==> src/logic/cgr_defines.vh <==
// constants for the core general register file and byte-order state
`ifndef CGR_DEFINES_VH
`define CGR_DEFINES_VH
`define CGR_WIDTH 32
`define CGR_NREGS 32
`define CGR_IDX_W 5
`define CGR_SETS 2
`define CGR_SET_W 1
`define CGR_NFLAGS 8
`define CGR_BE_LITTLE 1'b0
`define CGR_BE_BIG 1'b1
// apb map
`define CGR_ADDR_W 12
`define CGR_A_CTRL 12'h000
`define CGR_A_STAT 12'h004
`define CGR_A_RIDX 12'h008
`define CGR_A_RDAT 12'h00c
`define CGR_A_FIELD 12'h010
`define CGR_A_FRES 12'h014
// control register fields
`define CGR_C_CSS 0
`define CGR_C_REV 4
`define CGR_C_UM 5
`define CGR_C_KERN 6
`define CGR_C_CP0 7
`define CGR_C_DBG 8
// index register and field register positions
`define CGR_R_SET 8
`define CGR_F_HI_H 12
`define CGR_F_HI_L 8
`define CGR_F_LO_H 4
// strap settles through two flops before capture
`define CGR_STRAP_WAIT 2'h2
// mode field values
`define CGR_MODE_W 2
`define CGR_MODE_KERN 2'h0
`define CGR_MODE_USER 2'h1
`define CGR_MODE_DBG 2'h2
`endif

==> src/logic/cgr_core_regs.v <==
// general register file, shadow sets and byte-order state
`timescale 1ns/1ns
`default_nettype none
`include "cgr_defines.vh"
module cgr_core_regs (
  // clock and reset
  input wire pclk,
  input wire presetn,
  // byte-order strap
  input wire order_strap,
  // apb slave
  input wire psel,
  input wire penable,
  input wire pwrite,
  input wire [`CGR_ADDR_W-1:0] paddr,
  input wire [31:0] pwdata,
  output reg [31:0] prdata,
  output reg pready,
  output reg pslverr,
  // core register ports
  input wire [`CGR_IDX_W-1:0] rd_a_idx,
  input wire [`CGR_IDX_W-1:0] rd_b_idx,
  output reg [`CGR_WIDTH-1:0] rd_a_data,
  output reg [`CGR_WIDTH-1:0] rd_b_data,
  input wire wr_en,
  input wire [`CGR_IDX_W-1:0] wr_idx,
  input wire [`CGR_WIDTH-1:0] wr_data,
  // shadow set access from privileged code
  input wire shadow_wr_en,
  input wire [`CGR_SET_W-1:0] shadow_set,
  // condition signal from coprocessor unit 1
  input wire coprocessor_condition_signal,
  // byte-order and condition outputs
  output reg memory_byte_order,
  output reg load_store_byte_order,
  output reg user_order_flip,
  output reg fp_condition_flag,
  output reg undef_allowed
);

  // bit-field select, rightmost bit zero, empty when hi below lo
  function [31:0] field_sel;
    input [31:0] val;
    input [4:0] hi;
    input [4:0] lo;
    reg [31:0] msk;
    begin
      msk = (32'hffffffff >> (5'd31 - hi)) & (32'hffffffff << lo);
      if (hi < lo) begin
        field_sel = 32'h0;
      end else begin
        field_sel = (val & msk) >> lo;
      end
    end
  endfunction

  // shadow-set read with register zero forced
  function [`CGR_WIDTH-1:0] zero_guard;
    input [`CGR_IDX_W-1:0] idx;
    input [`CGR_WIDTH-1:0] val;
    begin
      zero_guard = (idx == {`CGR_IDX_W{1'b0}}) ? {`CGR_WIDTH{1'b0}} : val;
    end
  endfunction

  reg [`CGR_WIDTH-1:0] general_register [0:`CGR_SETS*`CGR_NREGS-1];
  reg [`CGR_SET_W-1:0] current_shadow_set_q;
  reg reverse_order_bit_q;
  reg [`CGR_MODE_W-1:0] mode_q;
  reg cp0_usable_q;
  reg order_q;
  reg strap_s1_q;
  reg strap_s2_q;
  reg strap_taken_q;
  reg [`CGR_SET_W-1:0] dbg_set_q;
  reg [`CGR_IDX_W-1:0] dbg_idx_q;
  reg [31:0] field_q;
  reg [`CGR_WIDTH-1:0] dbg_rd;
  reg [1:0] strap_cnt_q;
  reg [`CGR_SET_W-1:0] current_shadow_set_d;
  reg reverse_order_bit_d;
  reg cp0_usable_d;
  reg [`CGR_MODE_W-1:0] mode_d;
  reg [`CGR_SET_W-1:0] dbg_set_d;
  reg [`CGR_IDX_W-1:0] dbg_idx_d;
  reg [31:0] field_d;
  reg [31:0] rd_word_d;
  wire user_mode;
  wire priv;
  wire apb_wr;
  wire apb_setup;
  wire [`CGR_SET_W-1:0] wr_set;
  integer i;

  assign user_mode = (mode_q == `CGR_MODE_USER);
  assign priv = !user_mode || cp0_usable_q;
  assign apb_wr = psel && penable && pwrite;
  assign apb_setup = psel && !penable;
  // user code without cp0 usable may only reach its own set; shadow writes need privilege
  assign wr_set = (shadow_wr_en && priv) ? shadow_set : current_shadow_set_q;

  // strap synchroniser, captured once after reset release
  always @(posedge pclk or negedge presetn) begin
    if (!presetn) begin
      strap_s1_q <= 1'b0;
      strap_s2_q <= 1'b0;
      strap_taken_q <= 1'b0;
      strap_cnt_q <= 2'h0;
      order_q <= `CGR_BE_LITTLE;
    end else begin
      strap_s1_q <= order_strap;
      strap_s2_q <= strap_s1_q;
      // wait until stage two holds the pin, not its reset value
      if (strap_cnt_q != `CGR_STRAP_WAIT) begin
        strap_cnt_q <= strap_cnt_q + 2'h1;
      end else if (!strap_taken_q) begin
        strap_taken_q <= 1'b1;
        order_q <= strap_s2_q;
      end
    end
  end

  // register array write; index zero never stored
  always @(posedge pclk) begin
    if (wr_en && (wr_idx != {`CGR_IDX_W{1'b0}})) begin
      general_register[{wr_set, wr_idx}] <= wr_data;
    end
  end

  // apb readback of a register in the selected set
  always @* begin
    dbg_rd = zero_guard(dbg_idx_q, general_register[{dbg_set_q, dbg_idx_q}]);
  end

  // write refused: read-only or unmapped offsets
  function wr_refused;
    input [`CGR_ADDR_W-1:0] addr;
    begin
      if (addr == `CGR_A_CTRL) begin
        wr_refused = 1'b0;
      end else if (addr == `CGR_A_RIDX) begin
        wr_refused = 1'b0;
      end else if (addr == `CGR_A_FIELD) begin
        wr_refused = 1'b0;
      end else begin
        wr_refused = 1'b1;
      end
    end
  endfunction

  // read refused: unmapped offsets only
  function rd_refused;
    input [`CGR_ADDR_W-1:0] addr;
    begin
      if (addr == `CGR_A_CTRL || addr == `CGR_A_STAT || addr == `CGR_A_RIDX) begin
        rd_refused = 1'b0;
      end else if (addr == `CGR_A_RDAT || addr == `CGR_A_FIELD || addr == `CGR_A_FRES) begin
        rd_refused = 1'b0;
      end else begin
        rd_refused = 1'b1;
      end
    end
  endfunction

  // control word to mode, debug taking precedence over user
  function [`CGR_MODE_W-1:0] mode_decode;
    input [31:0] ctrl;
    begin
      if (ctrl[`CGR_C_DBG]) begin
        mode_decode = `CGR_MODE_DBG;
      end else if (ctrl[`CGR_C_UM]) begin
        mode_decode = `CGR_MODE_USER;
      end else begin
        mode_decode = `CGR_MODE_KERN;
      end
    end
  endfunction

  // next control state from an accepted write
  always @* begin
    current_shadow_set_d = current_shadow_set_q;
    reverse_order_bit_d = reverse_order_bit_q;
    cp0_usable_d = cp0_usable_q;
    mode_d = mode_q;
    dbg_set_d = dbg_set_q;
    dbg_idx_d = dbg_idx_q;
    field_d = field_q;
    if (apb_wr && pready) begin
      if (paddr == `CGR_A_CTRL) begin
        current_shadow_set_d = pwdata[`CGR_C_CSS+`CGR_SET_W-1:`CGR_C_CSS];
        reverse_order_bit_d = pwdata[`CGR_C_REV];
        cp0_usable_d = pwdata[`CGR_C_CP0];
        mode_d = mode_decode(pwdata);
      end else if (paddr == `CGR_A_RIDX) begin
        // user mode without cp0 usable may only inspect its current set
        dbg_set_d = priv ? pwdata[`CGR_R_SET+`CGR_SET_W-1:`CGR_R_SET]
                         : current_shadow_set_q;
        dbg_idx_d = pwdata[`CGR_IDX_W-1:0];
      end else if (paddr == `CGR_A_FIELD) begin
        field_d = pwdata;
      end
    end
  end

  // read word for the addressed register
  always @* begin
    rd_word_d = 32'h0;
    if (paddr == `CGR_A_CTRL) begin
      rd_word_d = {23'h0, mode_q == `CGR_MODE_DBG, cp0_usable_q,
                   mode_q == `CGR_MODE_KERN, user_mode, reverse_order_bit_q,
                   {(4-`CGR_SET_W){1'b0}}, current_shadow_set_q};
    end else if (paddr == `CGR_A_STAT) begin
      rd_word_d = {27'h0, undef_allowed, fp_condition_flag, user_order_flip,
                   load_store_byte_order, memory_byte_order};
    end else if (paddr == `CGR_A_RIDX) begin
      rd_word_d = {23'h0, dbg_set_q, 3'h0, dbg_idx_q};
    end else if (paddr == `CGR_A_RDAT) begin
      rd_word_d = dbg_rd;
    end else if (paddr == `CGR_A_FIELD) begin
      rd_word_d = field_q;
    end else if (paddr == `CGR_A_FRES) begin
      rd_word_d = field_sel(field_q, field_q[`CGR_F_HI_H:`CGR_F_HI_L],
                            field_q[`CGR_F_LO_H:0]);
    end else begin
      rd_word_d = 32'h0;
    end
  end

  // control state and apb slave
  always @(posedge pclk or negedge presetn) begin
    if (!presetn) begin
      current_shadow_set_q <= {`CGR_SET_W{1'b0}};
      reverse_order_bit_q <= 1'b0;
      mode_q <= `CGR_MODE_KERN;
      cp0_usable_q <= 1'b0;
      dbg_set_q <= {`CGR_SET_W{1'b0}};
      dbg_idx_q <= {`CGR_IDX_W{1'b0}};
      field_q <= 32'h0;
      prdata <= 32'h0;
      pready <= 1'b0;
      pslverr <= 1'b0;
    end else begin
      current_shadow_set_q <= current_shadow_set_d;
      reverse_order_bit_q <= reverse_order_bit_d;
      cp0_usable_q <= cp0_usable_d;
      mode_q <= mode_d;
      dbg_set_q <= dbg_set_d;
      dbg_idx_q <= dbg_idx_d;
      field_q <= field_d;
      pready <= apb_setup; // no wait states, never stalls
      if (apb_setup) begin
        // error flag must stand beside ready in the access cycle
        pslverr <= pwrite ? wr_refused(paddr) : rd_refused(paddr);
        if (!pwrite) begin
          prdata <= rd_word_d;
        end
      end
    end
  end

  // byte-order, condition and read port outputs
  always @(posedge pclk or negedge presetn) begin
    if (!presetn) begin
      memory_byte_order <= `CGR_BE_LITTLE;
      load_store_byte_order <= `CGR_BE_LITTLE;
      user_order_flip <= 1'b0;
      fp_condition_flag <= 1'b0;
      undef_allowed <= 1'b0;
      rd_a_data <= {`CGR_WIDTH{1'b0}};
      rd_b_data <= {`CGR_WIDTH{1'b0}};
    end else begin
      memory_byte_order <= order_q;
      user_order_flip <= reverse_order_bit_q && user_mode;
      load_store_byte_order <= order_q ^ (reverse_order_bit_q && user_mode);
      fp_condition_flag <= coprocessor_condition_signal;
      undef_allowed <= priv;
      rd_a_data <= zero_guard(rd_a_idx,
                              general_register[{current_shadow_set_q, rd_a_idx}]);
      rd_b_data <= zero_guard(rd_b_idx,
                              general_register[{current_shadow_set_q, rd_b_idx}]);
    end
  end

  // array starts cleared so no stale data leaks between processes
  initial begin
    for (i = 0; i < `CGR_SETS*`CGR_NREGS; i = i + 1) begin
      general_register[i] = {`CGR_WIDTH{1'b0}};
    end
  end

endmodule // cgr_core_regs
`default_nettype wire

==> config.mk <==
export PLATFORM = sky130hd
export DESIGN_NAME = cgr_core_regs
export DESIGN_NICKNAME = d
export VERILOG_FILES = /design/src/logic/cgr_core_regs.v
export VERILOG_INCLUDE_DIRS = /design/src /design/src/logic
export SDC_FILE = /design/constraint.sdc
export NUM_CORES = 2
export LEC_CHECK = 0
export BUFFER_PORTS_ARGS = -buffer_cell sky130_fd_sc_hd__buf_2
export CAP_MARGIN = 40
export CORE_MARGIN = 2
export CORE_UTILIZATION = 27
export DETAILED_ROUTE_END_ITERATION = 10
export PLACE_DENSITY = 0.38
export SETUP_SLACK_MARGIN = 0.4
export SYNTH_ARGS = -nofsm -noshare
export SYNTH_HDL_FRONTEND = slang
export SYNTH_SLANG_ARGS = --single-unit
==> constraint.sdc <==
create_clock -name pclk -period 8.41 [get_ports pclk]
set_input_delay 1.682 -clock pclk [delete_from_list [all_inputs] [get_ports pclk]]
set_output_delay 1.682 -clock pclk [all_outputs]
set_load 0.02 [all_outputs]
Word-level counts from Yosys, hierarchy flattened
Memories as Yosys holds them, arrays and structs flattened.
Index checks and enable logic that the tools add are counted.
- flip-flop bits (word level): 152
- latch bits: 0
- RAM bits: 2048
- bits in read-only memories: 0
- input port bits: 101
- output and inout bits: 103
- word-level logic and storage cells: 92
- memories: 1
- memory list (name ; words ; width ; read ports ; clocked after Yosys merged registers in ; wr ports ; line ; source):
    general_register ; 64 ; 32 ; 3 ; 0 ; 1 ; cgr_core_regs.v:66 ; reg [`CGR_WIDTH-1:0] general_register [0:`CGR_SETS*`CGR_NREGS-1];
- add/sub/neg operators: 2
- multiply operators: 0
- divide/modulo/power cells: 0
- $lt $le $gt $ge: 1
- equal/unequal tests: 8
- shift-type cells: 3
- multiplexer cells: 22
- bitwise logic cells: 8
- reductions and logical operators: 25
- operator list (operator ; number):
    $mux W32 ; 10
    $and A32 B32 Y32 ; 2
    $shl A32 B5 Y32 const A ; 1
    $shr A32 B5 Y32 ; 1
    $shr A32 B5 Y32 const A ; 1
    $eq A12 B4 Y1 const B ; 2
    $eq A12 B5 Y1 const B ; 2
    $logic_not A5 Y1 ; 3
    $eq A12 B3 Y1 const B ; 1
    $logic_not A12 Y1 ; 1
    $mux W1 ; 11
    $logic_and A1 B1 Y1 ; 7
    $reduce_and A2 Y1 ; 3
    $logic_or A1 B1 Y1 ; 5
    $lt A5 B5 Y1 ; 1
    $not A1 Y1 ; 5
    $reduce_bool A5 Y1 ; 1
    $sub A5 B5 Y5 const A ; 1
    $reduce_and A4 Y1 ; 1
    $reduce_and A3 Y1 ; 1
    $add A2 B1 Y2 const B ; 1
    $eq A2 B1 Y1 const B ; 1
    $eq A2 B2 Y1 const B ; 1
    $logic_not A1 Y1 ; 2
    other kinds (4) ; 4

Depth between registers and ports, before layout
- depth in word-level cells: 12
- mapped depth: 13
- depth with buffers taken out: 8

Worst setup path after synthesis
OpenSTA, ideal clock, no wires.
- path kind: input -> register
- from: input port shadow_wr_en
- to: memory general_register[24][0] (netlist bit) (enable)
- setup time: 0.421 ns
- arrival time: 3.693 ns
- data required time: 7.989 ns
- path slack: 4.295 ns
- stages: 4
- buffers on the path: 0
- cell sequence: nand2_1 mux2i_1 nand3_1 nor2_1
- longest elaborated chain between the ends: 2
- RTL lines (what ; line ; source):
    from (decl) ; cgr_core_regs.v:29 ; input wire shadow_wr_en,
    $logic_and A1 B1 Y1 ; cgr_core_regs.v:100 ; assign wr_set = (shadow_wr_en && priv) ? shadow_set : current_shadow_set_q;
    $mux W1 ; cgr_core_regs.v:100 ;
    to (decl) ; cgr_core_regs.v:66 ;
No other way between the ends.

Worst setup path in the final report
- from: input port paddr[11]
- to: register prdata[9]
- longest elaborated chain between the ends: 7
- elaborated cells between the ends (all ways): 12
- classes of those cells: eq/ne (5); mux (6); reduce/logical (1)
- RTL lines (what ; line ; source):
    from (decl) ; cgr_core_regs.v:15 ; input wire [`CGR_ADDR_W-1:0] paddr,
    $eq A12 B5 Y1 (no line) ; - ;
    $mux W32 ; cgr_core_regs.v:221 ; end else if (paddr == `CGR_A_FRES) begin
    $mux W32 ; cgr_core_regs.v:219 ; end else if (paddr == `CGR_A_FIELD) begin
    $mux W32 ; cgr_core_regs.v:217 ; end else if (paddr == `CGR_A_RDAT) begin
    $mux W32 ; cgr_core_regs.v:215 ; end else if (paddr == `CGR_A_RIDX) begin
    $mux W32 ; cgr_core_regs.v:212 ; end else if (paddr == `CGR_A_STAT) begin
    $mux W32 * ; cgr_core_regs.v:208 ; if (paddr == `CGR_A_CTRL) begin
    to (signal assigned) ; cgr_core_regs.v:255 ; prdata <= rd_word_d;
    to (decl) ; cgr_core_regs.v:17 ; output reg [31:0] prdata,
Mark *: on every way between the ends. The rest lies on a longest branch, timed or not.
A chain may end at the register's enable or synchronous reset.

==> out/metrics.cfg <==
[synthesis]
synthCells = 5732
synth_warnings = 0
synth_ff_type = edfxtp_1
synth_edf_count = 2048
synthTopCellsByArea = edfxtp_1, mux4_2, dfrtp_1
ys_seq_elements = 2200
yosysTopAreaCell = edfxtp_1
seq_area_frac_synth_pct = 55.3
synth_area_per_cell_sq_um = 20.6
synth_most_common_cell = edfxtp_1
netlist_area_sq_um = 118000
synth_top_area_share_pct = 52.1
async_flop_share_pct = 6.91
synth_cell_types = 76
synth_common_cells = edfxtp_1, mux4_2, clkbuf_1

[power_and_ir_drop]
powerDensity_nw_per_um2 = 191
ir_drop_mv = 0.157
power_frac_seq_pct = 46.2
combPwrFrac_pct = 8.1
intPower_mw = 20.0
switching_share_pct = 24.3
p_switching_mw = 6.45
p_total_mw = 26.5
p_leak_nw = 42.5
p_clk_share_pct = 45.6

[die]
coreArea_sq_um = 435000
die_area_sq_um = 443000
ios = 204
fp.dieW_um = 665
initial_core_util_pct = 27.1
die_height_um = 665
rows = 242

[clocking]
max-clock-path-buffers = 4
worstSkewPairLatency_ns = 0.93
htree_levels = 5
clk_pin_slew_ns = 0.06
cts_made_buffers = 282
hold_buffers = 0
cts_tree = built
cts_resized = 0
cts_setup_buffers = 0
cts.root.buffer_cell = clkbuf_16
cts_num_sinks = 2200

[cells_and_area]
area_growth_pct = 17.2
nets = 6191
utilization_pct = 31.8
stdcell_count = 12100
drive_above_1_share_pct = 48.2

[timing]
fin_setup_tns_ns = 0
max_freq_mhz = 207
tightest_slew_ns = 1.06
slew-limit-headroom_pct = 29.3
period_share_pct = 57.6
rsz0062_at_grt = false
setup_slack_ns = 3.57
slew_violations = 0
hold_viol = 0
setup_viol = 0
min_period_ns = 4.84
fin_skew_ns = 0.0408

[job]
drv_cap = 0

[routing]
vias = 71800
drcViolationCount = 0
drt_wl_total_um = 539000
wl_per_cell_um = 44.8
drtIter0Drc = 9087
postRouteAntennaNets = 0
drtPass1Iterations = 6
vias_per_cell = 5.96

[placed_design]
port_buffers = 203
gp_congestion = 0.891
dpl.hpwl_um = 332000
dp_cells = 11500
dp_slack_ns = 2.77

[global_routing]
grt_pass1_wl_um = 716000
grt_max_degree = 115
grt_pass1_vias = 73000
grt_antenna_before_repair = 54
grt_overflow = 0
grt.total_usage_pct = 24.1

[worst_hold_path]
min-delay-path-class = reg -> reg

[critical_path]
crit_type = in -> reg
crit_required_ns = 9.23
crit_arrival_ns = 5.66
critPathMaxFanout = 14
end_kind = flop
critPathLaunchType = primary input

[status]
status = finished, final reports clean

-- power groups by stage --
stage,Sequential [mW],Combinational (mW),Clock (mW)
2_1_floorplan,12.4,1.17,0
3_3_place_gp,12.5,2.13,0
3_5_place_dp,12.5,2.17,0
4_1_cts,12.3,2.18,12.4
5_1_grt,12.3,2.24,12.8
6_report,12.2,2.15,12.1
-- critical path, cell delays in order --
cell and delay [ns]:
buf_2 0.10, nor4_1 0.61, and4b_1 0.84, a21oi_1 0.47, and3_1 0.37, buf_8 0.18
a22oi_1 0.72, o211ai_1 0.42, o21a_1 0.21
-- cell usage in the layout, fill, tap and decap left out, types with 16 or more instances in the layout --
cell type  instances
edfxtp_1        2048
mux4_2          1948
clkbuf_16        286
buf_2            198
buf_4            195
dfrtp_1          145
nand2_1          127
buf_12            96
nor2b_1           86
nor2_1            71
clkbuf_1          70
a21oi_1           69
o21ai_0           69
nor2_4            66
conb_1            64
a22oi_1           57
clkinv_2          51
mux2i_1           50
mux2_2            44
nand3_1           42
buf_16            39
clkinv_1          36
nor3_1            25
a31oi_1           21
o211ai_1          20
bufinv_16         19
nand4_1           17
nand2b_1          17
a221oi_1          16
-- final cells by class --
type                       instances  area, sq um
antenna                            7         17.5
clock buffer                     369         7600
clock inverter                   140         1410
fill                           41300       297000
inverter                          12         46.3
multi-input combinational       3040        51100
sequential                      2200        65300
tap                             5734         7170
timing repair buffer             549         5740
-- logic make-up (layout without fill, tap and decap cells) --
group / after synthesis / in the layout / synth area share (%)
compound gates: 402 / 402 / 2.36
xor+xnor: 2 / 2 / 0.0148
fa+ha+maj: 5 / 5 / 0.0530
buf+inv: 555 / 1070 / 2.09
flops: 2200 / 2200 / 55.3
mux: 2046 / 2046 / 38.0
other cells: 1 / 71 / 0.00318
simple gates: 521 / 521 / 2.17
-- registers in the layout, indices dropped and copies added (netlist names), 2 cells and up --
name	count
dbg_idx_q	5
field_q	32
general_register	2048
mode_q	2
prdata	32
rd_a_data	32
rd_b_data	32
strap_cnt_q	2
-- final timing paths --
| check | startpoint | end | slack (ns) | cells after the start |
|---|---|---|---|---|
| setup / recovery | paddr[11] | prdata[9] | 3.57 | 9 |
| hold / removal | strap_s1_q | strap_s2_q | 0.37 | 0 |
| setup reg to reg | dbg_idx_q[2] | prdata[3] | 3.82 | 7 |
| hold reg to reg | strap_s1_q | strap_s2_q | 0.37 | 0 |
| max in group asynchronous | presetn | rd_a_data[25] | 6.27 | 3 |
| min in group asynchronous | presetn | rd_b_data[1] | 0.73 | 1 |
-- through the flow --
stage / cell area [sq um] / hold slack (ns)
5_1_grt: 138000 / 0.369
2_1_floorplan: 118000 / 0.331
4_1_cts: 138000 / 0.366
6_report: 138000 / 0.372
3_3_place_gp: 127000 / 0.344
3_5_place_dp: 129000 / 0.340
-- metal layers --
layer | track usage [%] | vias to the layer above | share of wire (%)
li1 | - | 26600 | -
met1 | 33.0 | 40800 | 42
met2 | 38.6 | 3574 | 47
met3 | 4.45 | 805 | 7.2
met4 | 7.72 | 22 | 3.7
met5 | 0 | - | 0.028
(Power assumes the default switching activity.)
